[config.mk]
export PLATFORM = sky130hd
export DESIGN_NAME = irq_pin_signalling
export DESIGN_NICKNAME = d
export VERILOG_FILES = /design/src/verilog/pin_sync.v /design/src/verilog/irq_pin_signalling.v
export VERILOG_INCLUDE_DIRS = /design/src /design/src/inc
export SDC_FILE = /design/constraint.sdc
export NUM_CORES = 1
export LEC_CHECK = 0
export ABC_CLOCK_PERIOD_IN_PS = 5650
export BUFFER_PORTS_ARGS = -buffer_cell sky130_fd_sc_hd__buf_2
export CAP_MARGIN = 30
export CORE_UTILIZATION = 37
export DETAILED_ROUTE_END_ITERATION = 8
export GPL_TIMING_DRIVEN = 0
export SLEW_MARGIN = 20
export SYNTH_ARGS = -nofsm -noshare
export SYNTH_HDL_FRONTEND = slang
export SYNTH_SLANG_ARGS = --single-unit
[constraint.sdc]
create_clock -name pclk -period 5.65 [get_ports pclk]
set_clock_uncertainty 0.15 [all_clocks]
set_input_delay 0.565 -clock pclk [delete_from_list [all_inputs] [get_ports pclk]]
set_output_delay 0.565 -clock pclk [all_outputs]
set_load 0.03 [all_outputs]
[src/inc/irq_pins_defs.vh]
// Register map, field layout, reset values and timing for the interrupt pin block
`ifndef IRQ_PINS_DEFS_VH
`define IRQ_PINS_DEFS_VH

// Register byte offsets
`define OFS_POLARITY 8'h00
`define OFS_STATUS 8'h04
`define OFS_CLEAR 8'h08
`define OFS_ENABLE 8'h0c
`define OFS_SERVICE 8'h10
`define OFS_ACK_STATE 8'h14

// Status, clear and enable layout
`define STAT_NMI_BIT 0
`define STAT_EXT_LSB 4
`define STAT_MASK 8'hf1

// Service command layout
`define SVC_NUM_LSB 0
`define SVC_NUM_MSB 3

// Ack state layout
`define ACKST_BUSY_BIT 4

// Reset values
`define POLARITY_RST 4'h0
`define ENABLE_RST 8'h00
`define STATUS_RST 8'h00
`define NUM_RST 4'h0

// Service slot codes of the pin sources
`define SLOT_NMI 4'h1
`define SLOT_EXT4 4'h4

// Acknowledge pulse time and clock period in nanoseconds
`define ACK_TIME_NS 8
`define CLK_PERIOD_NS 4

`endif

[src/verilog/pin_sync.v]
// Two-flop synchroniser bank for asynchronous interrupt pins
`timescale 1ns/1ps
module pin_sync #(
	parameter WIDTH = 5
) (
	input wire pclk,
	input wire presetn,
	input wire [WIDTH-1:0] async_in,
	output wire [WIDTH-1:0] sync_out
);

	// First stage, read only by the second stage
	reg [WIDTH-1:0] meta_reg;
	// Second stage, safe for logic
	reg [WIDTH-1:0] stable_reg;

	// Both stages clear to low so no false edge is seen after reset
	always @(posedge pclk or negedge presetn) begin
		if (!presetn) begin
			meta_reg <= {WIDTH{1'b0}};
			stable_reg <= {WIDTH{1'b0}};
		end else begin
			meta_reg <= async_in;
			stable_reg <= meta_reg;
		end
	end

	assign sync_out = stable_reg;

endmodule

[src/verilog/irq_pin_signalling.v]
// Interrupt pin front end: edge detection, sticky status and service acknowledge
//
// Decided for this implementation: register access over APB and the register offsets.
`timescale 1ns/1ps
`include "irq_pins_defs.vh"
module irq_pin_signalling (
	input wire pclk,
	input wire presetn,
	input wire psel,
	input wire penable,
	input wire pwrite,
	input wire [7:0] paddr,
	input wire [31:0] pwdata,
	output reg [31:0] prdata,
	output reg pready,
	output reg pslverr,
	input wire nmi_line,
	input wire ext_irq_line_4,
	input wire ext_irq_line_5,
	input wire ext_irq_line_6,
	input wire ext_irq_line_7,
	output reg irq_out,
	output reg irq_service_ack,
	output reg [3:0] serviced_irq_number
);

	// Acknowledge length in cycles, least time rounded up, at least one
	// The counter is four bits wide, so lengths above sixteen cycles wrap around
	localparam integer ACK_CYC_RAW = (`ACK_TIME_NS + `CLK_PERIOD_NS - 1) / `CLK_PERIOD_NS;
	localparam integer ACK_CYCLES = (ACK_CYC_RAW < 1) ? 1 : ACK_CYC_RAW;
	localparam [3:0] ACK_LOAD = ACK_CYCLES[3:0];

	// Acknowledge sequencer states, one-hot
	localparam [1:0] ST_IDLE = 2'b01;
	localparam [1:0] ST_ACK = 2'b10;

	// Pin bundle: bit 0 is the nonmaskable line, bits 1..4 external 4..7
	wire [4:0] pin_raw;
	// Synchronised pin levels
	wire [4:0] pin_sync_lvl;
	// Previous active level per pin, for edge detection
	reg [4:0] prev_reg;
	// Active level after polarity correction
	wire [4:0] active_lvl;
	// One-cycle event per pin
	wire [4:0] event_hit;
	// Events placed in status layout
	reg [7:0] event_vec;

	// Polarity select bits for the external lines
	reg [3:0] ext_irq_polarity_bits_reg;
	// Sticky event status
	reg [7:0] status_reg;
	// Status after clear and new events of this cycle
	reg [7:0] status_next;
	// Interrupt enable mask
	reg [7:0] enable_reg;
	// Enable mask after a write of this cycle
	reg [7:0] enable_next;
	// Acknowledge sequencer
	reg [1:0] state_reg;
	reg [1:0] state_next;
	// Acknowledge cycles still to run
	reg [3:0] ack_cnt_reg;
	reg [3:0] ack_cnt_next;
	// Number and acknowledge for the next cycle
	reg [3:0] num_next;
	reg ack_next;

	// Bus decode helpers
	wire setup_phase;
	wire access_done;
	wire wr_done;
	// Address matches a mapped register
	reg addr_hit;
	// Read word selected by the address
	reg [31:0] rd_mux;

	// Gather the pins so one synchroniser bank serves them all
	assign pin_raw = {ext_irq_line_7, ext_irq_line_6, ext_irq_line_5,
		ext_irq_line_4, nmi_line};

	// Two flops per pin; events therefore lag the pins by two cycles
	// Pin synchronisers
	pin_sync #(
		.WIDTH(5)
	) u_pin_sync (
		.pclk(pclk),
		.presetn(presetn),
		.async_in(pin_raw),
		.sync_out(pin_sync_lvl)
	);

	// Polarity correction and edge detection
	// The nonmaskable line has no polarity bit, so only a rising pin counts
	// NMI rising edge
	assign active_lvl[0] = pin_sync_lvl[0];
	assign event_hit[0] = active_lvl[0] & ~prev_reg[0];

	// One identical detector per external line
	genvar gi;
	generate
		for (gi = 0; gi < 4; gi = gi + 1) begin : g_ext
			// Polarity bit high means the line is active low, so a falling
			// pin edge becomes a rising active level
			// Per-line polarity select
			assign active_lvl[gi+1] = pin_sync_lvl[gi+1] ^ ext_irq_polarity_bits_reg[gi];
			assign event_hit[gi+1] = active_lvl[gi+1] & ~prev_reg[gi+1];
		end
	endgenerate

	// Events mapped onto the status layout
	// Bits 3:1 of the layout are unused and stay zero
	always @* begin
		event_vec = 8'h00;
		event_vec[`STAT_NMI_BIT] = event_hit[0];
		event_vec[`STAT_EXT_LSB+3:`STAT_EXT_LSB] = event_hit[4:1];
	end

	// Previous level tracker; a steady level yields no new event
	// It follows the corrected level, so a polarity write can look like an edge
	always @(posedge pclk or negedge presetn) begin
		if (!presetn) begin
			prev_reg <= 5'h00;
		end else begin
			prev_reg <= active_lvl;
		end
	end

	// APB phase decode
	// Zero wait states: every access cycle is also the completing one
	assign setup_phase = psel & ~penable;
	assign access_done = psel & penable & pready;
	assign wr_done = access_done & pwrite & ~pslverr;

	// Address decode and read data selection
	// Misaligned and unknown offsets fall to the default and answer with an error
	always @* begin
		addr_hit = 1'b1;
		rd_mux = 32'h00000000;
		case (paddr)
			`OFS_POLARITY: begin
				rd_mux[3:0] = ext_irq_polarity_bits_reg;
			end
			`OFS_STATUS: begin
				rd_mux[7:0] = status_reg;
			end
			`OFS_CLEAR: begin
				// Write-only, reads as zero
				rd_mux = 32'h00000000;
			end
			`OFS_ENABLE: begin
				rd_mux[7:0] = enable_reg;
			end
			`OFS_SERVICE: begin
				// Write-only command, reads as zero
				rd_mux = 32'h00000000;
			end
			`OFS_ACK_STATE: begin
				// Busy flag and the number being presented
				rd_mux[`ACKST_BUSY_BIT] = irq_service_ack;
				rd_mux[3:0] = serviced_irq_number;
			end
			default: begin
				// Unmapped offset, refused with an error
				addr_hit = 1'b0;
			end
		endcase
	end

	// Bus answer registers: ready and data are set up during the setup cycle,
	// so every transfer finishes in its first access cycle
	// Writes return zero data; only reads carry the decoded word
	always @(posedge pclk or negedge presetn) begin
		if (!presetn) begin
			pready <= 1'b0;
			pslverr <= 1'b0;
			prdata <= 32'h00000000;
		end else if (setup_phase) begin
			pready <= 1'b1;
			pslverr <= ~addr_hit;
			prdata <= pwrite ? 32'h00000000 : rd_mux;
		end else begin
			// Drop ready after the access so a stale answer never lingers
			pready <= 1'b0;
			pslverr <= 1'b0;
		end
	end

	// Next enable mask; the interrupt output reads it so that a mask write
	// reaches the pin at the same edge as the register
	always @* begin
		enable_next = enable_reg;
		if (wr_done && (paddr == `OFS_ENABLE)) begin
			// Unused layout bits are forced to zero
			enable_next = pwdata[7:0] & `STAT_MASK;
		end
	end

	// Polarity and enable registers
	always @(posedge pclk or negedge presetn) begin
		if (!presetn) begin
			ext_irq_polarity_bits_reg <= `POLARITY_RST;
			enable_reg <= `ENABLE_RST;
		end else begin
			enable_reg <= enable_next;
			if (wr_done && (paddr == `OFS_POLARITY)) begin
				// Changing polarity can itself produce one edge event
				ext_irq_polarity_bits_reg <= pwdata[3:0];
			end
		end
	end

	// Sticky status: a new event wins over a clear in the same cycle
	// Software clearing a bit therefore never loses an event it has not seen
	always @* begin
		status_next = status_reg;
		if (wr_done && (paddr == `OFS_CLEAR)) begin
			status_next = status_next & ~pwdata[7:0];
		end
		status_next = (status_next | event_vec) & `STAT_MASK;
	end

	// Events last one cycle; only this sticky word remembers them
	always @(posedge pclk or negedge presetn) begin
		if (!presetn) begin
			status_reg <= `STATUS_RST;
		end else begin
			status_reg <= status_next;
		end
	end

	// Level interrupt from enabled status bits
	// Built from next values so it moves at the same edge as status and mask
	always @(posedge pclk or negedge presetn) begin
		if (!presetn) begin
			irq_out <= 1'b0;
		end else begin
			irq_out <= |(status_next & enable_next);
		end
	end

	// Acknowledge sequencer: a service write starts it; a write while
	// busy is ignored so the presented number never changes mid-pulse
	// Software may poll the ack state register before the next command
	always @* begin
		state_next = state_reg;
		ack_cnt_next = ack_cnt_reg;
		ack_next = irq_service_ack;
		num_next = serviced_irq_number;
		case (state_reg)
			ST_IDLE: begin
				ack_next = 1'b0;
				if (wr_done && (paddr == `OFS_SERVICE)) begin
					state_next = ST_ACK;
					ack_cnt_next = ACK_LOAD;
					ack_next = 1'b1;
					num_next = pwdata[`SVC_NUM_MSB:`SVC_NUM_LSB];
				end
			end
			ST_ACK: begin
				// Count down; the last count ends the pulse
				// Number held during ack
				if (ack_cnt_reg == 4'h1) begin
					state_next = ST_IDLE;
					ack_cnt_next = 4'h0;
					ack_next = 1'b0;
				end else begin
					ack_cnt_next = ack_cnt_reg - 4'h1;
				end
			end
			default: begin
				// Illegal state recovers to idle with acknowledge low
				state_next = ST_IDLE;
				ack_cnt_next = 4'h0;
				ack_next = 1'b0;
			end
		endcase
	end

	// Sequencer registers; the number keeps its last value after the pulse
	// so system logic may still read it once acknowledge has fallen
	always @(posedge pclk or negedge presetn) begin
		if (!presetn) begin
			state_reg <= ST_IDLE;
			ack_cnt_reg <= 4'h0;
			irq_service_ack <= 1'b0;
			serviced_irq_number <= `NUM_RST;
		end else begin
			state_reg <= state_next;
			ack_cnt_reg <= ack_cnt_next;
			irq_service_ack <= ack_next;
			serviced_irq_number <= num_next;
		end
	end

endmodule

==> summary.txt, run 1 <==
Outcome
  – Status: completed

Synthesis
  – Synth top area share: 50.8%
  – Main area contributors after synthesis: dfrtp_1 (51%), buf_4 (7.3%), o21ai_0 (3.7%)
  – Distinct cells, synth: 46
  – Mux contribution to synthesized area: 5.69%
  – Ys async rst share: 100%
  – Mapped cell area: 0.00246 sq mm
  – Register area share after synthesis: 51.9%
  – Post-synthesis simple-gate area fraction: 14.7%
  – Synth Register Bits: 51
  – Warnings, synthesis: 0
  – Main combinational cell family by area after synthesis: simple AND/OR/NAND/NOR gates
  – Avg Cell Area, Syn: 10.9 sq um
  – Synth Area in Adders: 2.03%
  – Mapped Cells: 225
  – Post-synth EDFFs: 0
  – Post-synthesis compound-gate area fraction: 12.7%
  – Synth Area in XOR/XNOR: 1.42%
  – Area leader, netlist: dfrtp_1
  – Post-synth top flop: dfrtp_1

Clock network
  – Cts repair resizes: 0
  – H-tree Lvls: 2
  – Total CTS buffers: 5
  – Deepest clock path buffer count: 2
  – Root Driver: clkbuf_8
  – Clock sink count: 51
  – CTS tree: done
  – Clock Latency Late Sink: 310 ps
  – Hold Buf Count CTS: 0
  – Clock-pin slew on the worst setup and hold paths: 100 ps
  – Post-CTS Setup Bufs: 0

Global routing
  – Grt ovf: 0
  – First-pass GRT wire length: 8060 um
  – Largest net degree at the start of global routing: 52
  – Initial antenna violation count: 0
  – Tot GR Track Use: 14.7%
  – Vias in the first global route: 1633

STA
  – Unrepaired setup endpoints after global routing: false
  – Final setup TNS: 0 ps
  – Pins Over Slew Limit: 0
  – Tcrit/Tclk final: 40.5%
  – Final hold vios: 0
  – Period minus WS final: 2290 ps
  – Slew HR: 57.2%
  – WHS: 128 ps
  – Final setup fails: 0
  – Upper clock frequency limit: 437 MHz
  – Worst-margin pin slew: 642 ps

Worst setup path
  – Register-to-register setup slack: 3500 ps
  – Worst setup path startpoint: paddr[5]
  – WP data required: 5690 ps
  – Worst-case reg-to-reg path depth: 5
  – Worst Setup End Kind: flop
  – CP Launch Type: primary input
  – CP Class: in2reg
  – Data arrival, critical path: 2330 ps
  – CP endpoint: irq_out
  – Max FO, Critical Path: 6
  – RR Endpoint: irq_out
  – R2R Path Start: pslverr

Final layout
  – Largest register by flop count: prdata
  – Layout cells sized above 1: 30.7%
  – Filler Cells Inserted: 630
  – Leading cell types in the layout, fill and taps excluded: dfrtp_1 (50), buf_2 (40), buf_4 (25)
  – Area of the multi-input gates: 988 sq um
  – Layout net count: 349
  – Fin area: 0.00294 sq mm
  – Register Area: 0.00128 sq mm
  – Antenna Cells: 0
  – Commonest non-fill, non-tap cell in the layout: dfrtp_1
  – Largest register FFs: 8
  – P&R area growth vs syn: 19.6%

Power and ir drop
  – PD cells: 232 mW/mm^2
  – Max IR drop VDD: 0.178 mV
  – Leak Pwr: 0.00158 uW
  – Final Total Pwr: 683 uW

Die
  – Std-Cell Rows: 29
  – Die area: 0.00699 sq mm
  – Core area: 0.00639 sq mm
  – Initial Util: 38.6%
  – Die W: 83.6 um
  – Die height: 83.6 um
  – Boundary Pins: 90

Detailed routing
  – Starting DRC count in detailed routing: 92
  – Routed WL: 4770 um
  – # DRC: 0
  – Routed len/inst: 12.8 um
  – Antenna Nets Post-Route: 0
  – DR pass1 iterations: 4
  – Vias per cell: 4.63
  – Vias: 1726

Min path
  – Worst hold path class: in2async

Place
  – Post-DP Area: 0.00285 sq mm
  – Post-detail-place hpwl: 3650 um
  – Port Buf Inserts: 40
  – Final RePlAce weighted congestion: 0.767

Flow run
  – Max-Cap Viols: 0
==> stage by stage <==
step,util (%),worst slack [ps],cells
2_1_floorplan,-,3330,248
3_3_place_gp,44.6,3010,365
3_5_place_dp,44.6,3000,365
4_1_cts,46.1,3350,373
5_1_grt,46.1,3240,373
6_report,46.1,3360,373
==> critical path, stage by stage <==
cell,delay [ps]
buf_2,130
nor3_2,380
nand4_2,240
a221o_1,420
a2bb2o_4,220
a2111o_1,380
==> worst min path at each step <==
| stage | startpoint | endpoint | slack (ps) |
|---|---|---|---|
| after floorplan | presetn | ack_cnt_reg[0] | 120 |
| after global placement | u_pin_sync.meta_reg[1] | u_pin_sync.sync_out[1] | 180 |
| after detailed placement | u_pin_sync.meta_reg[0] | u_pin_sync.sync_out[0] | 190 |
| after CTS | presetn | irq_service_ack | 140 |
| after global routing | presetn | irq_service_ack | 180 |
| final | presetn | irq_service_ack | 130 |
==> synth_stat cells (5+ instances only) <==
library cell / count
nor2_1: 10
a22oi_1: 6
o21ai_0: 18
nand2_1: 18
buf_4: 24
mux2i_1: 5
mux2_2: 8
inv_1: 21
nand2b_1: 5
dfrtp_1: 50
a21oi_1: 7
==> metal layers <==
layer / GRT usage, % / share of wire [%]
met1: 19.9 / 47
met2: 23.7 / 46
met3: 3.46 / 6.0
met4: 4.16 / 1.3
met5: 0 / 0
==> power breakdown <==
| part | switching (uW) | internal (uW) | leakage, uW |
|---|---|---|---|
| Clock | 131 | 91.1 | 0.0000463 |
| Sequential | 3.82 | 373 | 0.000642 |
| Combinational | 53.5 | 29.9 | 0.000893 |
==> final cells by class <==
| type | count | area share [%] |
|---|---|---|
| buffer | 28 | 6.93 |
| clock buffer | 5 | 2.34 |
| multi-input combinational | 148 | 33.6 |
| tap | 77 | 3.27 |
| clock inverter | 3 | 0.935 |
| sequential | 51 | 43.4 |
| inverter | 21 | 2.68 |
| timing repair buffer | 40 | 6.88 |
==> kinds of logic after synthesis <==
group | after synthesis
compound gates | 46
other cells | 1
fa+ha+maj | 4
mux | 13
flops | 51
xor+xnor | 4
buf+inv | 49
simple gates | 57
Power figures use the tool's default switching activity.
==> inputs of run 2 (changes only) <==
Settings changed: ABC_CLOCK_PERIOD_IN_PS 5650 to 1860, PLACE_DENSITY from default to 0.65.
Clock period 5.65 ns to 1.86 ns, I/O delays scaled along.
==> run 2 against run 1 <==
Setup slack worse by 3500 ps. Worst hold slack worse by 100 ps. Sequential power rose to 3.1 times the previous value. Total power rose to 3.1 times the previous value. Clock-buffer cell count unchanged. Combinational power rose to 3.4 times the previous value. Register-to-register slack worse by 3700 ps. Wire length up 8.4%. The run now ends with setup timing left.
==> summary.txt, run 2 (synthesis gave the netlist of run 1 again) <==
Global routing
  – Grt ovf: 0 (unchanged)
  – Vias in the first global route: 1861 (+14%)
  – Initial antenna violation count: 0 (unchanged)
  – Tot GR Track Use: 15.8% (+1.1 points)
  – First-pass GRT wire length: 8630 um (+7.0%)
  – Largest net degree at the start of global routing: 52 (unchanged)

Final layout
  – Layout net count: 366 (+4.9%)
  – Largest register by flop count: prdata
  – Largest register FFs: 8 (unchanged)
  – Antenna Cells: 0 (unchanged)
  – Layout cells sized above 1: 33.9% (+3.1 points)
  – Leading cell types in the layout, fill and taps excluded: dfrtp_1 (48), buf_2 (40), buf_4 (29)
  – Commonest non-fill, non-tap cell in the layout: dfrtp_1
  – P&R area growth vs syn: 28.8%

Min path
  – Hold Path End: enable_reg[4]
  – Worst hold path class: in2reg
  – Hold Path Origin: pwdata[4]
  – Hold path cells: 3

Worst setup path
  – Data arrival, critical path: 2060 ps (-270 ps)
  – Crit path max-delay family: compound AO/OA/AOI/OAI gates
  – R2R Path Start: pslverr
  – Register-to-register setup slack: -160 ps (-3660 ps)
  – Worst-case reg-to-reg path depth: 5 (unchanged)
  – RR Endpoint: irq_out
  – Worst Setup End Kind: flop
  – WP data required: 1900 ps (-3790 ps)
  – Buf/Inv on CP: 0 (-1)
  – Max FO, Critical Path: 3 (-3)
  – CP Class: reg2reg
  – CP cell instances: and4b_2 -> nand4_4 -> a221o_1 -> a2bb2o_4 -> a2111o_1
  – Worst setup path startpoint: pslverr
  – CP Launch Type: flop
  – CP peak stage delay: 420 ps (about the same)
  – Worst path slowest cell: dfrtp_2

Die
  – Initial Util: 38.6% (unchanged)
  – Std-Cell Rows: 29 (unchanged)
  – Die area: 0.00699 sq mm (unchanged)
  – Die height: 83.6 um (unchanged)
  – Die W: 83.6 um (unchanged)
  – Core area: 0.00639 sq mm (unchanged)
  – Boundary Pins: 90 (unchanged)

Power and ir drop
  – PD cells: 665 mW/mm^2 (+190%)
  – Leak Pwr: 0.00166 uW (+4.8%)
  – Final Total Pwr: 2110 uW (+210%)
  – Max IR drop VDD: 0.684 mV (+280%)

Clock network
  – Deepest clock path buffer count: 2 (unchanged)
  – Total CTS buffers: 5 (unchanged)
  – Clock-pin slew on the worst setup and hold paths: 100 ps (about the same)
  – Clock Latency Late Sink: 310 ps (about the same)
  – CTS tree: done
  – Root Driver: clkbuf_8
  – Clock sink count: 51 (unchanged)
  – H-tree Lvls: 2 (unchanged)

Place
  – Post-detail-place hpwl: 3720 um (+1.9%)
  – Final RePlAce weighted congestion: 0.769 (+0.21%)
  – Port Buf Inserts: 40 (unchanged)
  – Placement Setup Slack: -294 ps (-3300 ps)

STA
  – Final hold vios: 0 (unchanged)
  – Unrepaired setup endpoints after global routing: true
  – Tcrit/Tclk final: 109%
  – Final WS setup: -161 ps (-3520 ps)
  – Final setup fails: 8 (+8)
  – Upper clock frequency limit: 495 MHz
  – Period minus WS final: 2020 ps
  – Slew HR: 57.2% (about the same)
  – Pins Over Slew Limit: 0 (unchanged)
  – Worst-margin pin slew: 642 ps (+0.447 ps)

Outcome
  – Status: finished, violations left
  – Violated checks: setup timing

Detailed routing
  – Vias per cell: 4.73 (+2.3%)
  – DR pass1 iterations: 4 (unchanged)
  – Antenna Nets Post-Route: 0 (unchanged)
  – Routed len/inst: 13.3 um (+3.7%)
  – Vias: 1846 (+7.0%)
  – Routed WL: 5170 um (+8.4%)
  – # DRC: 0 (unchanged)
  – Starting DRC count in detailed routing: 109 (+18%)

Flow run
  – Max-Cap Viols: 0 (unchanged)
[run 2: changes by cell type in the layout (fill, tap and decap cells not counted), moves of 3 or more]
cell,delta
o21ai_1,+3
dlygate4sd3_1,+12
o21ai_0,-3
buf_4,+4
[run 2: metal layers]
metal / global-route usage [%] / up-vias / routed length (um) / share of wire, %
li1: - / 904 / - / -
met1: 20.0 / 876 / 2270 / 44
met2: 26.7 / 60 / 2530 / 49
met3: 3.86 / 6 / 299 / 5.8
met4: 4.78 / 0 / 63 / 1.2
met5: 0 / - / 0 / 0
[run 2: timing repair]
item | 4_1_cts | 5_1_grt
setup endpoints to repair | 11 | 14
endpoints found under the hold margin | 64 | 0
pin swaps | 3 | 5
buffers inserted | 3 | 2
hold buffers | 12 | 0
gates resized for setup | 3 | 9
[run 2: how the worst max path moves through the flow]
stage | endpoint | slack (ps) | cells after the start
after floorplan | serviced_irq_number[1] | -110 | 5
after global placement | ext_irq_polarity_bits_reg[1] | -290 | 5
after detailed placement | ext_irq_polarity_bits_reg[1] | -290 | 5
after CTS | irq_out | -180 | 5
after global routing | irq_out | -210 | 6
final | irq_out | -160 | 5
[run 2: report_power, final]
group / switching [uW] / total (uW) / internal (uW) / leakage [uW]
combinational: 172 / 283 / 110 / 0.000968
clock: 399 / 679 / 279 / 0.0000502
sequential: 12.7 / 1150 / 1130 / 0.000639
[run 2: final cells by class]
class	instances	area, sq um
clock buffers	5	68.8
repair buffers	57	364
well taps	77	96.3
inverters	21	78.8
flip-flops and latches	51	1280
clock inverters	3	28.8
plain buffers	28	215
fillers	595	3210
multi-input cells	148	1040
[run 2: metrics by stage]
stage                     util, %  instance area [sq um]  TNS (ps)  std cells  hold WS (ps)
after floorplan                 -                   2580      -440        248          -260
after global routing         49.7                   3170     -1290        390          28.3
after CTS                    49.2                   3140      -649        388          21.1
final                        49.7                   3170      -698        390          28.3
after detailed placement     45.1                   2880     -2420        365           106
after global placement       45.0                   2880     -2320        365           143
[run 2: worst register-to-register path, stage by stage (launching register included)]
cell and delay (ps):
dfrtp_2 420, and4b_2 310, nand4_4 130, a221o_1 380, a2bb2o_4 210, a2111o_1 290
==> inputs of run 3 (changes only) <==
Settings changed: CELL_PAD_IN_SITES_DETAIL_PLACEMENT from default to 1, CELL_PAD_IN_SITES_GLOBAL_PLACEMENT from default to 1, CORE_UTILIZATION 37 to 34, PLACE_DENSITY 0.65 to default, PLACE_DENSITY_LB_ADDON from default to 0.1.
==> run 3 against run 2 <==
The flow still finishes with violations (setup timing). Cell count up 4.9%. Wire length rose by 7.9%. Critical endpoint unchanged. Setup slack improved by 12 ps. Critical path type unchanged.
==> summary.txt, run 3 (synthesis gave the netlist of run 1 again) <==
Detailed routing
  – Vias: 1850 (+0.22%)
  – Routed WL: 5580 um (+7.9%)
  – Routed len/inst: 13.6 um (+2.9%)
  – Starting DRC count in detailed routing: 82 (-25%)
  – Antenna Nets Post-Route: 0 (unchanged)
  – Vias per cell: 4.52 (-4.4%)
  – # DRC: 0 (unchanged)
  – DR pass1 iterations: 4 (unchanged)

Final layout
  – Area of the multi-input gates: 0.00106 sq mm (+1.8%)
  – Commonest non-fill, non-tap cell in the layout: dfrtp_1
  – Layout cells sized above 1: 33.2% (-0.64 points)
  – Register Area: 0.00128 sq mm (unchanged)
  – P&R area growth vs syn: 30.6%
  – Largest register FFs: 8 (unchanged)
  – Fin area: 0.00322 sq mm (+1.4%)
  – Leading cell types in the layout, fill and taps excluded: dfrtp_1 (48), buf_2 (40), buf_4 (29)
  – Antenna Cells: 0 (unchanged)
  – Filler Cells Inserted: 823 (+38%)
  – Layout net count: 366 (unchanged)
  – Largest register by flop count: prdata

Worst setup path
  – CP Class: reg2reg
  – Crit path max-delay family: compound AO/OA/AOI/OAI gates
  – Buf/Inv on CP: 0 (unchanged)
  – CP Launch Type: flop
  – CP cell instances: and4b_1 -> nand4_4 -> a221o_1 -> a2bb2o_4 -> a2111o_1
  – Worst-case reg-to-reg path depth: 5 (unchanged)
  – Worst setup path startpoint: pslverr
  – R2R Path Start: pslverr
  – CP peak stage delay: 410 ps (about the same)
  – Worst path slowest cell: dfrtp_2
  – WP data required: 1900 ps (about the same)
  – Max FO, Critical Path: 5 (+2)
  – RR Endpoint: irq_out
  – Register-to-register setup slack: -150 ps (about the same)
  – Data arrival, critical path: 2050 ps (about the same)
  – Worst Setup End Kind: flop

Place
  – Post-DP Area: 0.00290 sq mm (+0.83%)
  – Final RePlAce weighted congestion: 0.721 (-6.2%)
  – Post-detail-place hpwl: 4080 um (+9.7%)
  – Port Buf Inserts: 40 (unchanged)

STA
  – Unrepaired setup endpoints after global routing: true
  – Slew HR: 56.2% (-0.95 points)
  – Period minus WS final: 2010 ps (-12.4 ps)
  – Final WS setup: -148 ps (+12.4 ps)
  – Pins Over Slew Limit: 0 (unchanged)
  – WHS: 8.37 ps (-19.9 ps)
  – Upper clock frequency limit: 498 MHz (+0.62%)
  – Worst-margin pin slew: 657 ps (+14.3 ps)
  – Tcrit/Tclk final: 108% (-0.67 points)
  – Final hold vios: 0 (unchanged)
  – Final setup fails: 4 (-4)

Clock network
  – Total CTS buffers: 5 (unchanged)
  – Clock-pin slew on the worst setup and hold paths: 90 ps (about the same)
  – Clock Latency Late Sink: 310 ps (about the same)
  – Deepest clock path buffer count: 2 (unchanged)
  – H-tree Lvls: 2 (unchanged)
  – CTS tree: done
  – Root Driver: clkbuf_8
  – Clock sink count: 51 (unchanged)

Die
  – Die area: 0.00759 sq mm (+8.6%)
  – Boundary Pins: 90 (unchanged)
  – Die height: 87.1 um (+4.2%)
  – Initial Util: 35.7% (-2.9 points)
  – Std-Cell Rows: 30 (+3.4%)
  – Die W: 87.1 um (+4.2%)
  – Core area: 0.00691 sq mm (+8.2%)

Min path
  – Hold Path End: enable_reg[4]
  – Hold Path Origin: pwdata[4]
  – Worst hold path class: in2reg
  – Hold path cells: 3 (unchanged)

Global routing
  – Tot GR Track Use: 16.3% (+0.52 points)
  – First-pass GRT wire length: 9260 um (+7.4%)
  – Grt ovf: 0 (unchanged)
  – Vias in the first global route: 1912 (+2.7%)
  – Initial antenna violation count: 0 (unchanged)
  – Largest net degree at the start of global routing: 52 (unchanged)

Outcome
  – Status: finished, violations left
  – Violated checks: setup timing

Power and ir drop
  – Leak Pwr: 0.00167 uW (+0.64%)
  – Max IR drop VDD: 0.299 mV (-56%)
  – PD cells: 649 mW/mm^2 (-2.3%)

Flow run
  – Max-Cap Viols: 0 (unchanged)
run 3: how the worst max path moves through the flow:
| stage | endpoint | slack [ps] | cells after the start |
|---|---|---|---|
| global route | irq_out | -220 | 5 |
| detailed placement | irq_out | -350 | 6 |
| global placement | ext_irq_polarity_bits_reg[2] | -340 | 5 |
| CTS | irq_out | -190 | 5 |
| floorplan | serviced_irq_number[1] | -110 | 5 |
| finish | irq_out | -150 | 5 |
run 3: final cells by class:
| type | instances | share of cell area (%) |
|---|---|---|
| Clock inverter | 2 | 0.506 |
| Sequential cell | 51 | 39.8 |
| Inverter | 21 | 2.53 |
| Multi-Input combinational cell | 148 | 32.9 |
| Buffer | 28 | 6.69 |
| Clock buffer | 6 | 2.26 |
| Timing Repair Buffer | 57 | 11.6 |
| Tap cell | 96 | 3.73 |
run 3: through the flow:
stage	utilization [%]	power (uW)	instances	TNS [ps]	worst slack, ps
floorplan	-	1350	248	-440	-113
CTS	45.8	2110	408	-728	-191
finish	46.6	2090	409	-366	-148
detailed placement	42.0	1430	384	-3130	-350
global route	46.6	2200	409	-763	-218
global placement	42.0	1430	384	-2870	-338
run 3: worst reg2reg max path: cells and delay by family, from the launching register on:
family,cells,cell delay (ps)
flops,1,410
simple gates,2,450
compound gates,3,890
run 3: metal layers:
layer,global-route usage [%],share of wire [%],routed length [um]
met3,3.51,3.9,215
met5,0,0,0
met4,4.92,1.1,59
met1,20.9,45,2530
met2,27.7,50,2770
run 3: repair_timing:
| action | 4_1_cts | 5_1_grt |
|---|---|---|
| hold buffers | 12 | 0 |
| pin swaps | 3 | 3 |
| endpoints found under the setup margin | 11 | 12 |
| endpoints found under the hold margin | 64 | 0 |
| buffers inserted | 4 | 1 |
| resized for setup | 4 | 9 |
run 3: power breakdown:
part | switching, uW | total [uW] | internal [uW]
clock | 379 | 649 | 271
combinational | 178 | 292 | 114
sequential | 12.6 | 1150 | 1130
